`src/rtl/ebcsw_map.vh`:
```
// Register map, field layout and timing constants for ebcsw_top
// ===========================================================
// Operation
// - Split field picks boundary 1000/4000/8000/C000; upper select at or above it.
// - Upper region always reaches the top of the address map.
// - Internal accesses beat both external select regions.
// - Wait strobe stays idle on internal cycles; lower select too unless visibility is set.
// - Enabled select is active for every external or visible cycle inside its region.
// - Reset leaves both selects on internal waits, count three.
// - Upper region cycles insert 0 to 3 waits from its field.
// - Lower region under internal control inserts 0 to 3 waits.
// - Upper region never takes its wait count from the data bus.
// - Lower wait source bit: 1 data bus, 0 software field.
// - Device releases the data bus during the fourth phase.
// - External source latches D2:0 at end of fourth phase, 0 to 7.
// - Data bus wait value is latched only with lower select asserted.
// - Strobe mode: 0 off, 1 gated fourth phase, 2/3 plain phase.
// - Gated strobe is active low, ignores lower select polarity.
// - External waits stop the low noise freeze of D2:0 only.
// - Mode bit set selects low noise, clear high performance.
// - Visibility bit shows internal cycles on strobes and selects.
// - Each select has enable and polarity; polarity 1 is high.
// - Wait output stalls the processor, idle for internal cycles.
`ifndef EBCSW_MAP_VH
`define EBCSW_MAP_VH

// ===========================================================
// Register offsets and reset values
`define EBCSW_OFF_BIC      12'h000
`define EBCSW_OFF_CSC      12'h004
`define EBCSW_OFF_STAT     12'h008
`define EBCSW_BIC_RESET    8'h00
`define EBCSW_CSC_RESET    8'h33

// ===========================================================
// Field positions
`define EBCSW_BIC_VIS      0
`define EBCSW_BIC_MODE     1
`define EBCSW_BIC_WSRC     2
`define EBCSW_BIC_STRB_LO  3
`define EBCSW_BIC_STRB_HI  4
`define EBCSW_BIC_SPLIT_LO 5
`define EBCSW_BIC_SPLIT_HI 6
`define EBCSW_CSC_LWS_LO   0
`define EBCSW_CSC_LWS_HI   1
`define EBCSW_CSC_LEN      2
`define EBCSW_CSC_LPOL     3
`define EBCSW_CSC_UWS_LO   4
`define EBCSW_CSC_UWS_HI   5
`define EBCSW_CSC_UEN      6
`define EBCSW_CSC_UPOL     7

// ===========================================================
// Region boundaries, strobe modes and phase timing
`define EBCSW_BND0         16'h1000
`define EBCSW_BND1         16'h4000
`define EBCSW_BND2         16'h8000
`define EBCSW_BND3         16'hC000
`define EBCSW_STRB_OFF     2'h0
`define EBCSW_STRB_GATED   2'h1
`define EBCSW_T4_LAST      2'h2

`endif

```
`src/rtl/ebcsw_top.v`:
```
// Chip select decode and wait state generator with APB registers
//
// Design decisions made here: register access over APB and the placing of the registers.
`timescale 1ns/100ps
`include "ebcsw_map.vh"

module ebcsw_top (
  input  wire        pclk,
  input  wire        presetn,
  input  wire        psel,
  input  wire        penable,
  input  wire        pwrite,
  input  wire [11:0] paddr,
  input  wire [31:0] pwdata,
  output reg  [31:0] prdata,
  output reg         pready,
  output reg         pslverr,
  input  wire        cpu_req,
  input  wire [15:0] cpu_addr,
  input  wire        cpu_write,
  input  wire [7:0]  cpu_wdata,
  input  wire        cpu_internal,
  output reg  [7:0]  cpu_rdata,
  output reg         cpu_done,
  output reg         wait_request_out,
  output reg         memory_request_stall_n,
  output reg  [15:0] ext_addr,
  output reg  [7:0]  data_out,
  output reg  [7:0]  data_oe,
  input  wire [7:0]  data_in,
  output reg         read_strobe_n,
  output reg         write_strobe_n,
  output reg         lower_region_select,
  output reg         upper_region_select,
  output reg         wait_strobe_pin,
  output reg         wait_strobe_oe
);

  // ===========================================================
  // States
  localparam ST_IDLE = 3'h0;
  localparam ST_T1   = 3'h1;
  localparam ST_T2   = 3'h2;
  localparam ST_T3   = 3'h3;
  localparam ST_T4   = 3'h4;
  localparam ST_WAIT = 3'h5;
  localparam ST_DONE = 3'h6;

  // ===========================================================
  // Functions
  function in_upper;
    input [15:0] a;
    input [1:0]  s;
    reg   [15:0] b;
    begin
      case (s)
        2'h0:    b = `EBCSW_BND0;
        2'h1:    b = `EBCSW_BND1;
        2'h2:    b = `EBCSW_BND2;
        default: b = `EBCSW_BND3;
      endcase
      in_upper = (a >= b);
    end
  endfunction

  function pin_level;
    input act;
    input pol;
    begin
      pin_level = pol ? act : ~act;
    end
  endfunction

  // ===========================================================
  // Registers and fields
  reg  [7:0]  bic;
  reg  [7:0]  csc;
  wire        vis       = bic[`EBCSW_BIC_VIS];
  wire        low_noise = bic[`EBCSW_BIC_MODE];
  wire        wsrc_ext  = bic[`EBCSW_BIC_WSRC];
  wire [1:0]  strb_mode = bic[`EBCSW_BIC_STRB_HI:`EBCSW_BIC_STRB_LO];
  wire [1:0]  split     = bic[`EBCSW_BIC_SPLIT_HI:`EBCSW_BIC_SPLIT_LO];
  wire [1:0]  lower_ws  = csc[`EBCSW_CSC_LWS_HI:`EBCSW_CSC_LWS_LO];
  wire [1:0]  upper_ws  = csc[`EBCSW_CSC_UWS_HI:`EBCSW_CSC_UWS_LO];
  wire        lower_en  = csc[`EBCSW_CSC_LEN];
  wire        lower_pol = csc[`EBCSW_CSC_LPOL];
  wire        upper_en  = csc[`EBCSW_CSC_UEN];
  wire        upper_pol = csc[`EBCSW_CSC_UPOL];

  // ===========================================================
  // Bus cycle state
  reg  [2:0]  state;
  reg  [1:0]  sub;
  reg  [2:0]  wcnt;
  reg  [15:0] cur_addr;
  reg         cur_write;
  reg  [7:0]  cur_wdata;
  reg         cur_ext;
  reg         cur_upper;
  reg         cur_show;
  reg  [2:0]  last_waits;
  reg         last_src;
  reg         held;
  reg  [7:0]  din_meta;
  reg  [7:0]  din_sync;
  reg  [2:0]  next_state;
  reg  [1:0]  next_sub;
  reg  [2:0]  next_wcnt;
  reg  [2:0]  waits;
  reg         src_bus;
  reg  [31:0] next_rdata;
  reg         next_err;
  reg  [7:0]  next_oe;

  // ===========================================================
  // APB slave
  // Zero wait slave: read data is formed in the setup cycle
  wire apb_setup = psel & ~penable;
  wire apb_wr    = psel & penable & pready & pwrite;
  wire hit_bic   = (paddr == `EBCSW_OFF_BIC);
  wire hit_csc   = (paddr == `EBCSW_OFF_CSC);
  wire hit_stat  = (paddr == `EBCSW_OFF_STAT);

  always @* begin
    next_rdata = 32'h0000_0000;
    next_err   = 1'b0;
    if (hit_bic) begin
      next_rdata = {24'h00_0000, bic};
    end else if (hit_csc) begin
      next_rdata = {24'h00_0000, csc};
    end else if (hit_stat) begin
      next_rdata = {24'h00_0000, (state != ST_IDLE), 3'h0,
                    last_src, last_waits};
      next_err   = pwrite;
    end else begin
      next_err   = 1'b1;
    end
  end

  always @(posedge pclk or negedge presetn) begin
    if (!presetn) begin
      prdata  <= 32'h0000_0000;
      pready  <= 1'b0;
      pslverr <= 1'b0;
    end else begin
      pready  <= apb_setup;
      if (apb_setup) begin
        prdata  <= pwrite ? 32'h0000_0000 : next_rdata;
        pslverr <= next_err;
      end else begin
        pslverr <= 1'b0;
      end
    end
  end

  always @(posedge pclk or negedge presetn) begin
    if (!presetn) begin
      bic <= `EBCSW_BIC_RESET;
      csc <= `EBCSW_CSC_RESET;
    end else if (apb_wr) begin
      if (hit_bic) begin
        bic <= pwdata[7:0];
      end else if (hit_csc) begin
        csc <= pwdata[7:0];
      end
    end
  end

  // ===========================================================
  // Data bus synchroniser
  always @(posedge pclk or negedge presetn) begin
    if (!presetn) begin
      din_meta <= 8'h00;
      din_sync <= 8'h00;
    end else begin
      din_meta <= data_in;
      din_sync <= din_meta;
    end
  end

  // ===========================================================
  // Decode of the cycle being started or in progress
  wire accept  = (state == ST_IDLE) & cpu_req;
  wire a_ext   = accept ? ~cpu_internal : cur_ext;
  wire a_upper = accept ? in_upper(cpu_addr, split) : cur_upper;
  wire a_write = accept ? cpu_write : cur_write;
  wire a_show  = accept ? (~cpu_internal | vis) : cur_show;

  // ===========================================================
  // Wait count chosen at the end of the fourth phase
  always @* begin
    src_bus = cur_ext & ~cur_upper & lower_en & wsrc_ext;
    if (!cur_ext) begin
      waits = 3'h0;
    end else if (cur_upper) begin
      waits = {1'b0, upper_ws};
    end else if (src_bus) begin
      waits = din_sync[2:0];
    end else begin
      waits = {1'b0, lower_ws};
    end
  end

  // ===========================================================
  // Cycle sequencer
  // Fourth phase spans three clocks so the synchronised bus is
  // valid when the wait count is taken
  always @* begin
    next_state = state;
    next_sub   = sub;
    next_wcnt  = wcnt;
    case (state)
      ST_IDLE: begin
        if (cpu_req) begin
          next_state = ST_T1;
        end
      end
      ST_T1: begin
        next_state = ST_T2;
      end
      ST_T2: begin
        next_state = ST_T3;
      end
      ST_T3: begin
        next_state = ST_T4;
        next_sub   = 2'h0;
      end
      ST_T4: begin
        if (sub == `EBCSW_T4_LAST) begin
          if (waits == 3'h0) begin
            next_state = ST_DONE;
          end else begin
            next_state = ST_WAIT;
            next_wcnt  = waits - 3'h1;
          end
        end else begin
          next_sub = sub + 2'h1;
        end
      end
      ST_WAIT: begin
        if (wcnt == 3'h0) begin
          next_state = ST_DONE;
        end else begin
          next_wcnt = wcnt - 3'h1;
        end
      end
      default: begin
        next_state = ST_IDLE;
      end
    endcase
  end

  always @(posedge pclk or negedge presetn) begin
    if (!presetn) begin
      state      <= ST_IDLE;
      sub        <= 2'h0;
      wcnt       <= 3'h0;
      cur_addr   <= 16'h0000;
      cur_write  <= 1'b0;
      cur_wdata  <= 8'h00;
      cur_ext    <= 1'b0;
      cur_upper  <= 1'b0;
      cur_show   <= 1'b0;
      last_waits <= 3'h0;
      last_src   <= 1'b0;
      held       <= 1'b0;
    end else begin
      state <= next_state;
      sub   <= next_sub;
      wcnt  <= next_wcnt;
      if (accept) begin
        cur_addr  <= cpu_addr;
        cur_write <= cpu_write;
        cur_wdata <= cpu_wdata;
        cur_ext   <= a_ext;
        cur_upper <= a_upper;
        cur_show  <= a_show;
      end
      if (state == ST_T4 && sub == `EBCSW_T4_LAST) begin
        last_waits <= waits;
        last_src   <= src_bus;
      end
      if (state == ST_DONE && cur_show) begin
        held <= cur_write;
      end
    end
  end

  // ===========================================================
  // Pin timing, taken from the next state so pins are flops
  wire in_cyc = (next_state != ST_IDLE) & (next_state != ST_DONE);
  wire strobe = in_cyc & (next_state != ST_T1);
  wire t4_now = (next_state == ST_T4);
  wire t4_strb = t4_now & (next_sub == 2'h0);
  wire wphase = strobe & ~t4_now;
  wire lsel   = in_cyc & a_show & ~a_upper & lower_en;
  wire usel   = in_cyc & a_show & a_upper & upper_en;
  wire g_strb = t4_strb & a_ext & ~a_upper & lower_en;
  wire u_strb = t4_strb & a_ext;
  wire drv    = wphase & a_show & a_write;
  wire between = (next_state == ST_IDLE);

  // Freeze keeps the last write on the bus to cut RF noise;
  // bits 2:0 are freed so outside wait logic can drive them
  always @* begin
    next_oe = 8'h00;
    if (drv) begin
      next_oe = 8'hFF;
    end else if (between && low_noise && held) begin
      next_oe = wsrc_ext ? 8'hF8 : 8'hFF;
    end
    if (t4_now) begin
      next_oe = 8'h00;
    end
  end

  always @(posedge pclk or negedge presetn) begin
    if (!presetn) begin
      ext_addr            <= 16'h0000;
      data_out            <= 8'h00;
      data_oe             <= 8'h00;
      read_strobe_n       <= 1'b1;
      write_strobe_n      <= 1'b1;
      lower_region_select <= 1'b1;
      upper_region_select <= 1'b1;
      wait_strobe_pin     <= 1'b1;
      wait_strobe_oe      <= 1'b0;
    end else begin
      // Low noise holds the address between external or visible cycles
      if (accept && (a_show || !low_noise)) begin
        ext_addr <= cpu_addr;
      end
      if (drv) begin
        data_out <= cur_write & ~accept ? cur_wdata : cpu_wdata;
      end
      data_oe             <= next_oe;
      read_strobe_n       <= ~(strobe & a_show & ~a_write);
      write_strobe_n      <= ~(strobe & a_show & a_write);
      lower_region_select <= pin_level(lsel, lower_pol);
      upper_region_select <= pin_level(usel, upper_pol);
      case (strb_mode)
        `EBCSW_STRB_OFF: begin
          wait_strobe_pin <= 1'b1;
          wait_strobe_oe  <= 1'b0;
        end
        `EBCSW_STRB_GATED: begin
          wait_strobe_pin <= ~g_strb;
          wait_strobe_oe  <= 1'b1;
        end
        default: begin
          wait_strobe_pin <= ~u_strb;
          wait_strobe_oe  <= 1'b1;
        end
      endcase
    end
  end

  // ===========================================================
  // Processor side
  // Stall only in wait states, internal cycles never wait
  always @(posedge pclk or negedge presetn) begin
    if (!presetn) begin
      cpu_rdata              <= 8'h00;
      cpu_done               <= 1'b0;
      wait_request_out       <= 1'b0;
      memory_request_stall_n <= 1'b1;
    end else begin
      cpu_done               <= (next_state == ST_DONE);
      wait_request_out       <= (next_state == ST_WAIT);
      memory_request_stall_n <= ~(next_state == ST_WAIT);
      if (next_state == ST_DONE && cur_ext && !cur_write) begin
        cpu_rdata <= din_sync;
      end
    end
  end

endmodule

```
`config.mk`:
```
export PLATFORM = sky130hd
export DESIGN_NAME = ebcsw_top
export DESIGN_NICKNAME = d
export VERILOG_FILES = /design/src/rtl/ebcsw_top.v
export VERILOG_INCLUDE_DIRS = /design/src /design/src/rtl
export SDC_FILE = /design/constraint.sdc
export NUM_CORES = 1
export LEC_CHECK = 0
export BUFFER_PORTS_ARGS = -buffer_cell sky130_fd_sc_hd__buf_2
export CORE_MARGIN = 2
export CORE_UTILIZATION = 54
export CTS_CLUSTER_SIZE = 40
export DETAILED_ROUTE_END_ITERATION = 10
export GPL_ROUTABILITY_DRIVEN = 1
export PLACE_DENSITY_LB_ADDON = 0.2
export SYNTH_ARGS = -nofsm -noshare
export SYNTH_HDL_FRONTEND = slang
export SYNTH_SLANG_ARGS = --single-unit
```
`constraint.sdc`:
```
create_clock -name pclk -period 4.03 [get_ports pclk]
set_clock_uncertainty 0.05 [all_clocks]
set_input_delay 0.2015 -clock pclk [delete_from_list [all_inputs] [get_ports pclk]]
set_output_delay 0.2015 -clock pclk [all_outputs]
set_load 0.02 [all_outputs]
```
==> summary.md <==
### Outcome
* finished clean — outcome

### Setup path
* 17 — crit path max fanout
* flip-flop to flip-flop — Crit Path Category
* flip-flop — kind of launch point of the worst setup path
* 0.62 ns — slowest cell delay on critical path
* simple AND/OR/NAND/NOR gates — CP delay by family, top
* 0 — CP Buf/Inv Count
* flip-flop — Critical Path Sink Type
* sky130_fd_sc_hd__nor3_1 — master of the slowest instance on the critical path
* nor3_1, and2_1, nand2_1, mux2_2 — worst path cell trace
* 4 — r2r worst-path depth
* 3.09 ns — crit path DAT
* 4 — number of cells on the critical path
* 4.24 ns — Required @ worst endpoint

### Floorplan
* 34 — Cell Rows
* 55.8% — initial core utilization
* 99.2 um — die width
* 167 — count of boundary I/O pins
* 99.2 um — die outline height
* 0.00983 sq mm — Die ar.
* 0.00876 sq mm — floorplan core area

### Logic synthesis
* 58 — count of distinct cell types in the synthesized netlist
* 100% — share of flip-flops with an asynchronous set or reset after synthesis
* sky130_fd_sc_hd__dfrtp_1 — top_reg_cell synth
* 0 — count of flip-flops with a built-in enable after synthesis
* 51.2% — fraction of post-synthesis cell area in the top cell type by area
* 0 — number of warnings printed during yosys synthesis
* 56.6% — part of the Yosys area used for sequential elements
* sky130_fd_sc_hd__dfrtp_1 (51%), sky130_fd_sc_hd__mux2_2 (12%), sky130_fd_sc_hd__dfstp_2 (5.4%) — Area contributors post-synth
* sky130_fd_sc_hd__dfrtp_1 — leading area contributor after synthesis
* 11.4 sq um — average cell area after synthesis
* 110 — flip-flop and latch count after synthesis
* 429 — post-synthesis instance total
* 0.00489 sq mm — Post-Syn Area

### Place
* 7330 um — HPWL after DPL
* 118 — buffers added on ports
* 0.811 — routability-driven placement congestion ratio

### Job
* 0 — Max-Cap Viols

### Global routing
* 0 — number of antenna violations at the first check in global routing
* 82 — maximum number of pins on one net before global-route repair
* 17000 um — first-pass GRT wire length
* 21.7% — GR Util All Layers
* 3606 — via count of the first global-routing pass
* 0 — total gr overflow

### Timing
* 71.6% — post-route fraction of the period consumed by the critical path
* 2.89 ns — final worst path period need
* 0.995 ns — transition time of the tightest slew-check pin
* 0 — final-report max-slew violation count
* 0.346 GHz — highest clock frequency the design can meet
* 33.7% — Relative slew margins
* 0 — final setup fails
* 0 ns — Setup Total Neg Slack
* no — setup repair after global routing missed its margin
* 0.0139 ns — worst hold margin
* 0 — number of hold violations in the final report

### Route
* 0 — Routed Antenna Nets
* 209 — Iter 0 DRT Violations
* 3559 — vias
* 15.2 um — wire length per cell after detailed routing
* 0 — post-route DRC violation count
* 10200 um — Total Routed Length
* 4 — drt first pass iters
* 5.31 — via/cell ratio

### Clock network
* sky130_fd_sc_hd__clkbuf_8 — Root Buffer
* 18 — CTS Hold Bufs
* 9 — Inserted Clock Buffers
* 110 — TritonCTS Sinks
* 0 — number of gates resized after CTS
* built — CTS tree
* 0 — total setup buffers inserted after CTS
* 2 — maximum buffer depth of the clock tree
* 0.37 ns — clock latency on the worst-skew pair
* 3 — number of levels in the clock H-tree
* 0.10 ns — clock transition at the registers of the reported paths

### Final layout
* 36.5% — fraction of layout instances using a drive strength above 1
* 0 — number of antenna repair diodes
* 692 — number of fill cells in the layout
* sky130_fd_sc_hd__buf_2 (117), sky130_fd_sc_hd__dfrtp_1 (100), sky130_fd_sc_hd__nand2_1 (61) — top library cells by usage in the layout, fill and taps aside
* sky130_fd_sc_hd__buf_2 — commonest non-fill, non-tap cell in the layout
* 18.4% — Layout area overhead
* 647 — net count of the finished layout

### Power and ir drop
* 3.59 mW — final total power
* 378 uV — maximum vdd drop
* 2.91 nW — Leakage Power
* 620 mW/mm^2 — power density relative to cell area

### Min path
* 3 — Cells on Worst Hold Path
* primary input to flip-flop — Tightest Hold Check Type

## layout make-up
| class | instances | area (sq um) | share of cell area [%] |
|---|---|---|---|
| Clock inverter | 6 | 45.0 | 0.778 |
| Inverter | 19 | 71.3 | 1.23 |
| Multi-Input combinational cell | 279 | 1850 | 31.9 |
| Timing Repair Buffer | 138 | 788 | 13.6 |
| Sequential cell | 110 | 2770 | 47.8 |
| Tap cell | 108 | 135 | 2.33 |
| Clock buffer | 10 | 138 | 2.38 |
## state kept, by name, summed over array words and instances, names as in the netlist, 2 cells and up
register	cells
bic	8
cpu_rdata	8
csc	8
cur_wdata	8
data_oe	2
data_out	8
din_meta	8
din_sync	8
ext_addr	16
last_waits	3
prdata	8
state	3
sub	2
wcnt	3
## worst min-delay path, delay by kind of cell
family          cells  cell delay (ns)
compound gates      1             0.07
buf+inv             1             0.10
simple gates        1             0.05
## power by group
group	leakage, nW	internal (mW)	switching [mW]
combinational	1.47	0.561	0.796
sequential	1.35	1.40	0.204
clock	0.0906	0.247	0.382
total	2.91	2.21	1.38
## Yosys cell counts (2+ instances only)
library cell,instances
sky130_fd_sc_hd__dfrtp_1,100
sky130_fd_sc_hd__nand2_1,61
sky130_fd_sc_hd__mux2_2,50
sky130_fd_sc_hd__buf_4,30
sky130_fd_sc_hd__nor2_1,23
sky130_fd_sc_hd__inv_1,19
sky130_fd_sc_hd__o21ai_0,19
sky130_fd_sc_hd__a21oi_1,14
sky130_fd_sc_hd__dfstp_2,10
sky130_fd_sc_hd__clkbuf_1,7
sky130_fd_sc_hd__nand3_1,7
sky130_fd_sc_hd__ha_1,6
sky130_fd_sc_hd__nand2b_1,5
sky130_fd_sc_hd__nand4_1,5
sky130_fd_sc_hd__nor4_1,5
sky130_fd_sc_hd__buf_2,4
sky130_fd_sc_hd__mux2i_1,4
sky130_fd_sc_hd__o41ai_1,4
sky130_fd_sc_hd__or3_1,4
sky130_fd_sc_hd__nand3b_1,3
sky130_fd_sc_hd__nor3_1,3
sky130_fd_sc_hd__o31ai_1,3
sky130_fd_sc_hd__a311oi_1,2
sky130_fd_sc_hd__and2_1,2
sky130_fd_sc_hd__and3_1,2
sky130_fd_sc_hd__nor2b_1,2
sky130_fd_sc_hd__nor4b_1,2
sky130_fd_sc_hd__o21a_1,2
sky130_fd_sc_hd__xor2_1,2
## routing by layer
metal / up-vias / share of wire (%) / track usage (%)
li1: 1679 / - / -
met1: 1742 / 44 / 30.0
met2: 124 / 49 / 34.6
met3: 14 / 5.7 / 4.50
met4: 0 / 1.3 / 7.17
met5: - / 0 / 0
## logic make-up after synthesis
kind of cell	after synthesis	synth area share, %
mux	54	12.3
xor+xnor	3	0.537
simple gates	134	13.5
other cells	1	0.0767
buf+inv	63	7.42
flops	110	56.6
fa+ha+maj	6	1.54
compound gates	58	8.04
## stage by stage
stage,std cells,setup slack [ns],cell area [sq um],utilization (%)
after floorplan,452,1.94,4980,-
after global placement,636,1.28,5430,61.9
after detailed placement,636,1.19,5430,61.9
after CTS,670,1.16,5790,66.1
after global routing,670,0.971,5790,66.1
final,670,1.14,5790,66.1
## path summary, 6_finish.rpt
path / start / to / slack [ns]
min in group asynchronous: presetn / prdata[3]$_DFFE_PN0P_ / 0.48
setup / recovery: state[2]$_DFF_PN0_ / ext_addr[3]$_DFFE_PN0P_ / 1.14
hold / removal: pwdata[0] / csc[0]$_DFFE_PN1P_ / 0.01
max in group asynchronous: presetn / csc[1]$_DFFE_PN1P_ / 2.43
setup reg to reg: state[2]$_DFF_PN0_ / ext_addr[3]$_DFFE_PN0P_ / 1.14
hold reg to reg: din_meta[7]$_DFF_PN0_ / din_sync[7]$_DFF_PN0_ / 0.31
(Power assumes the default switching activity.)
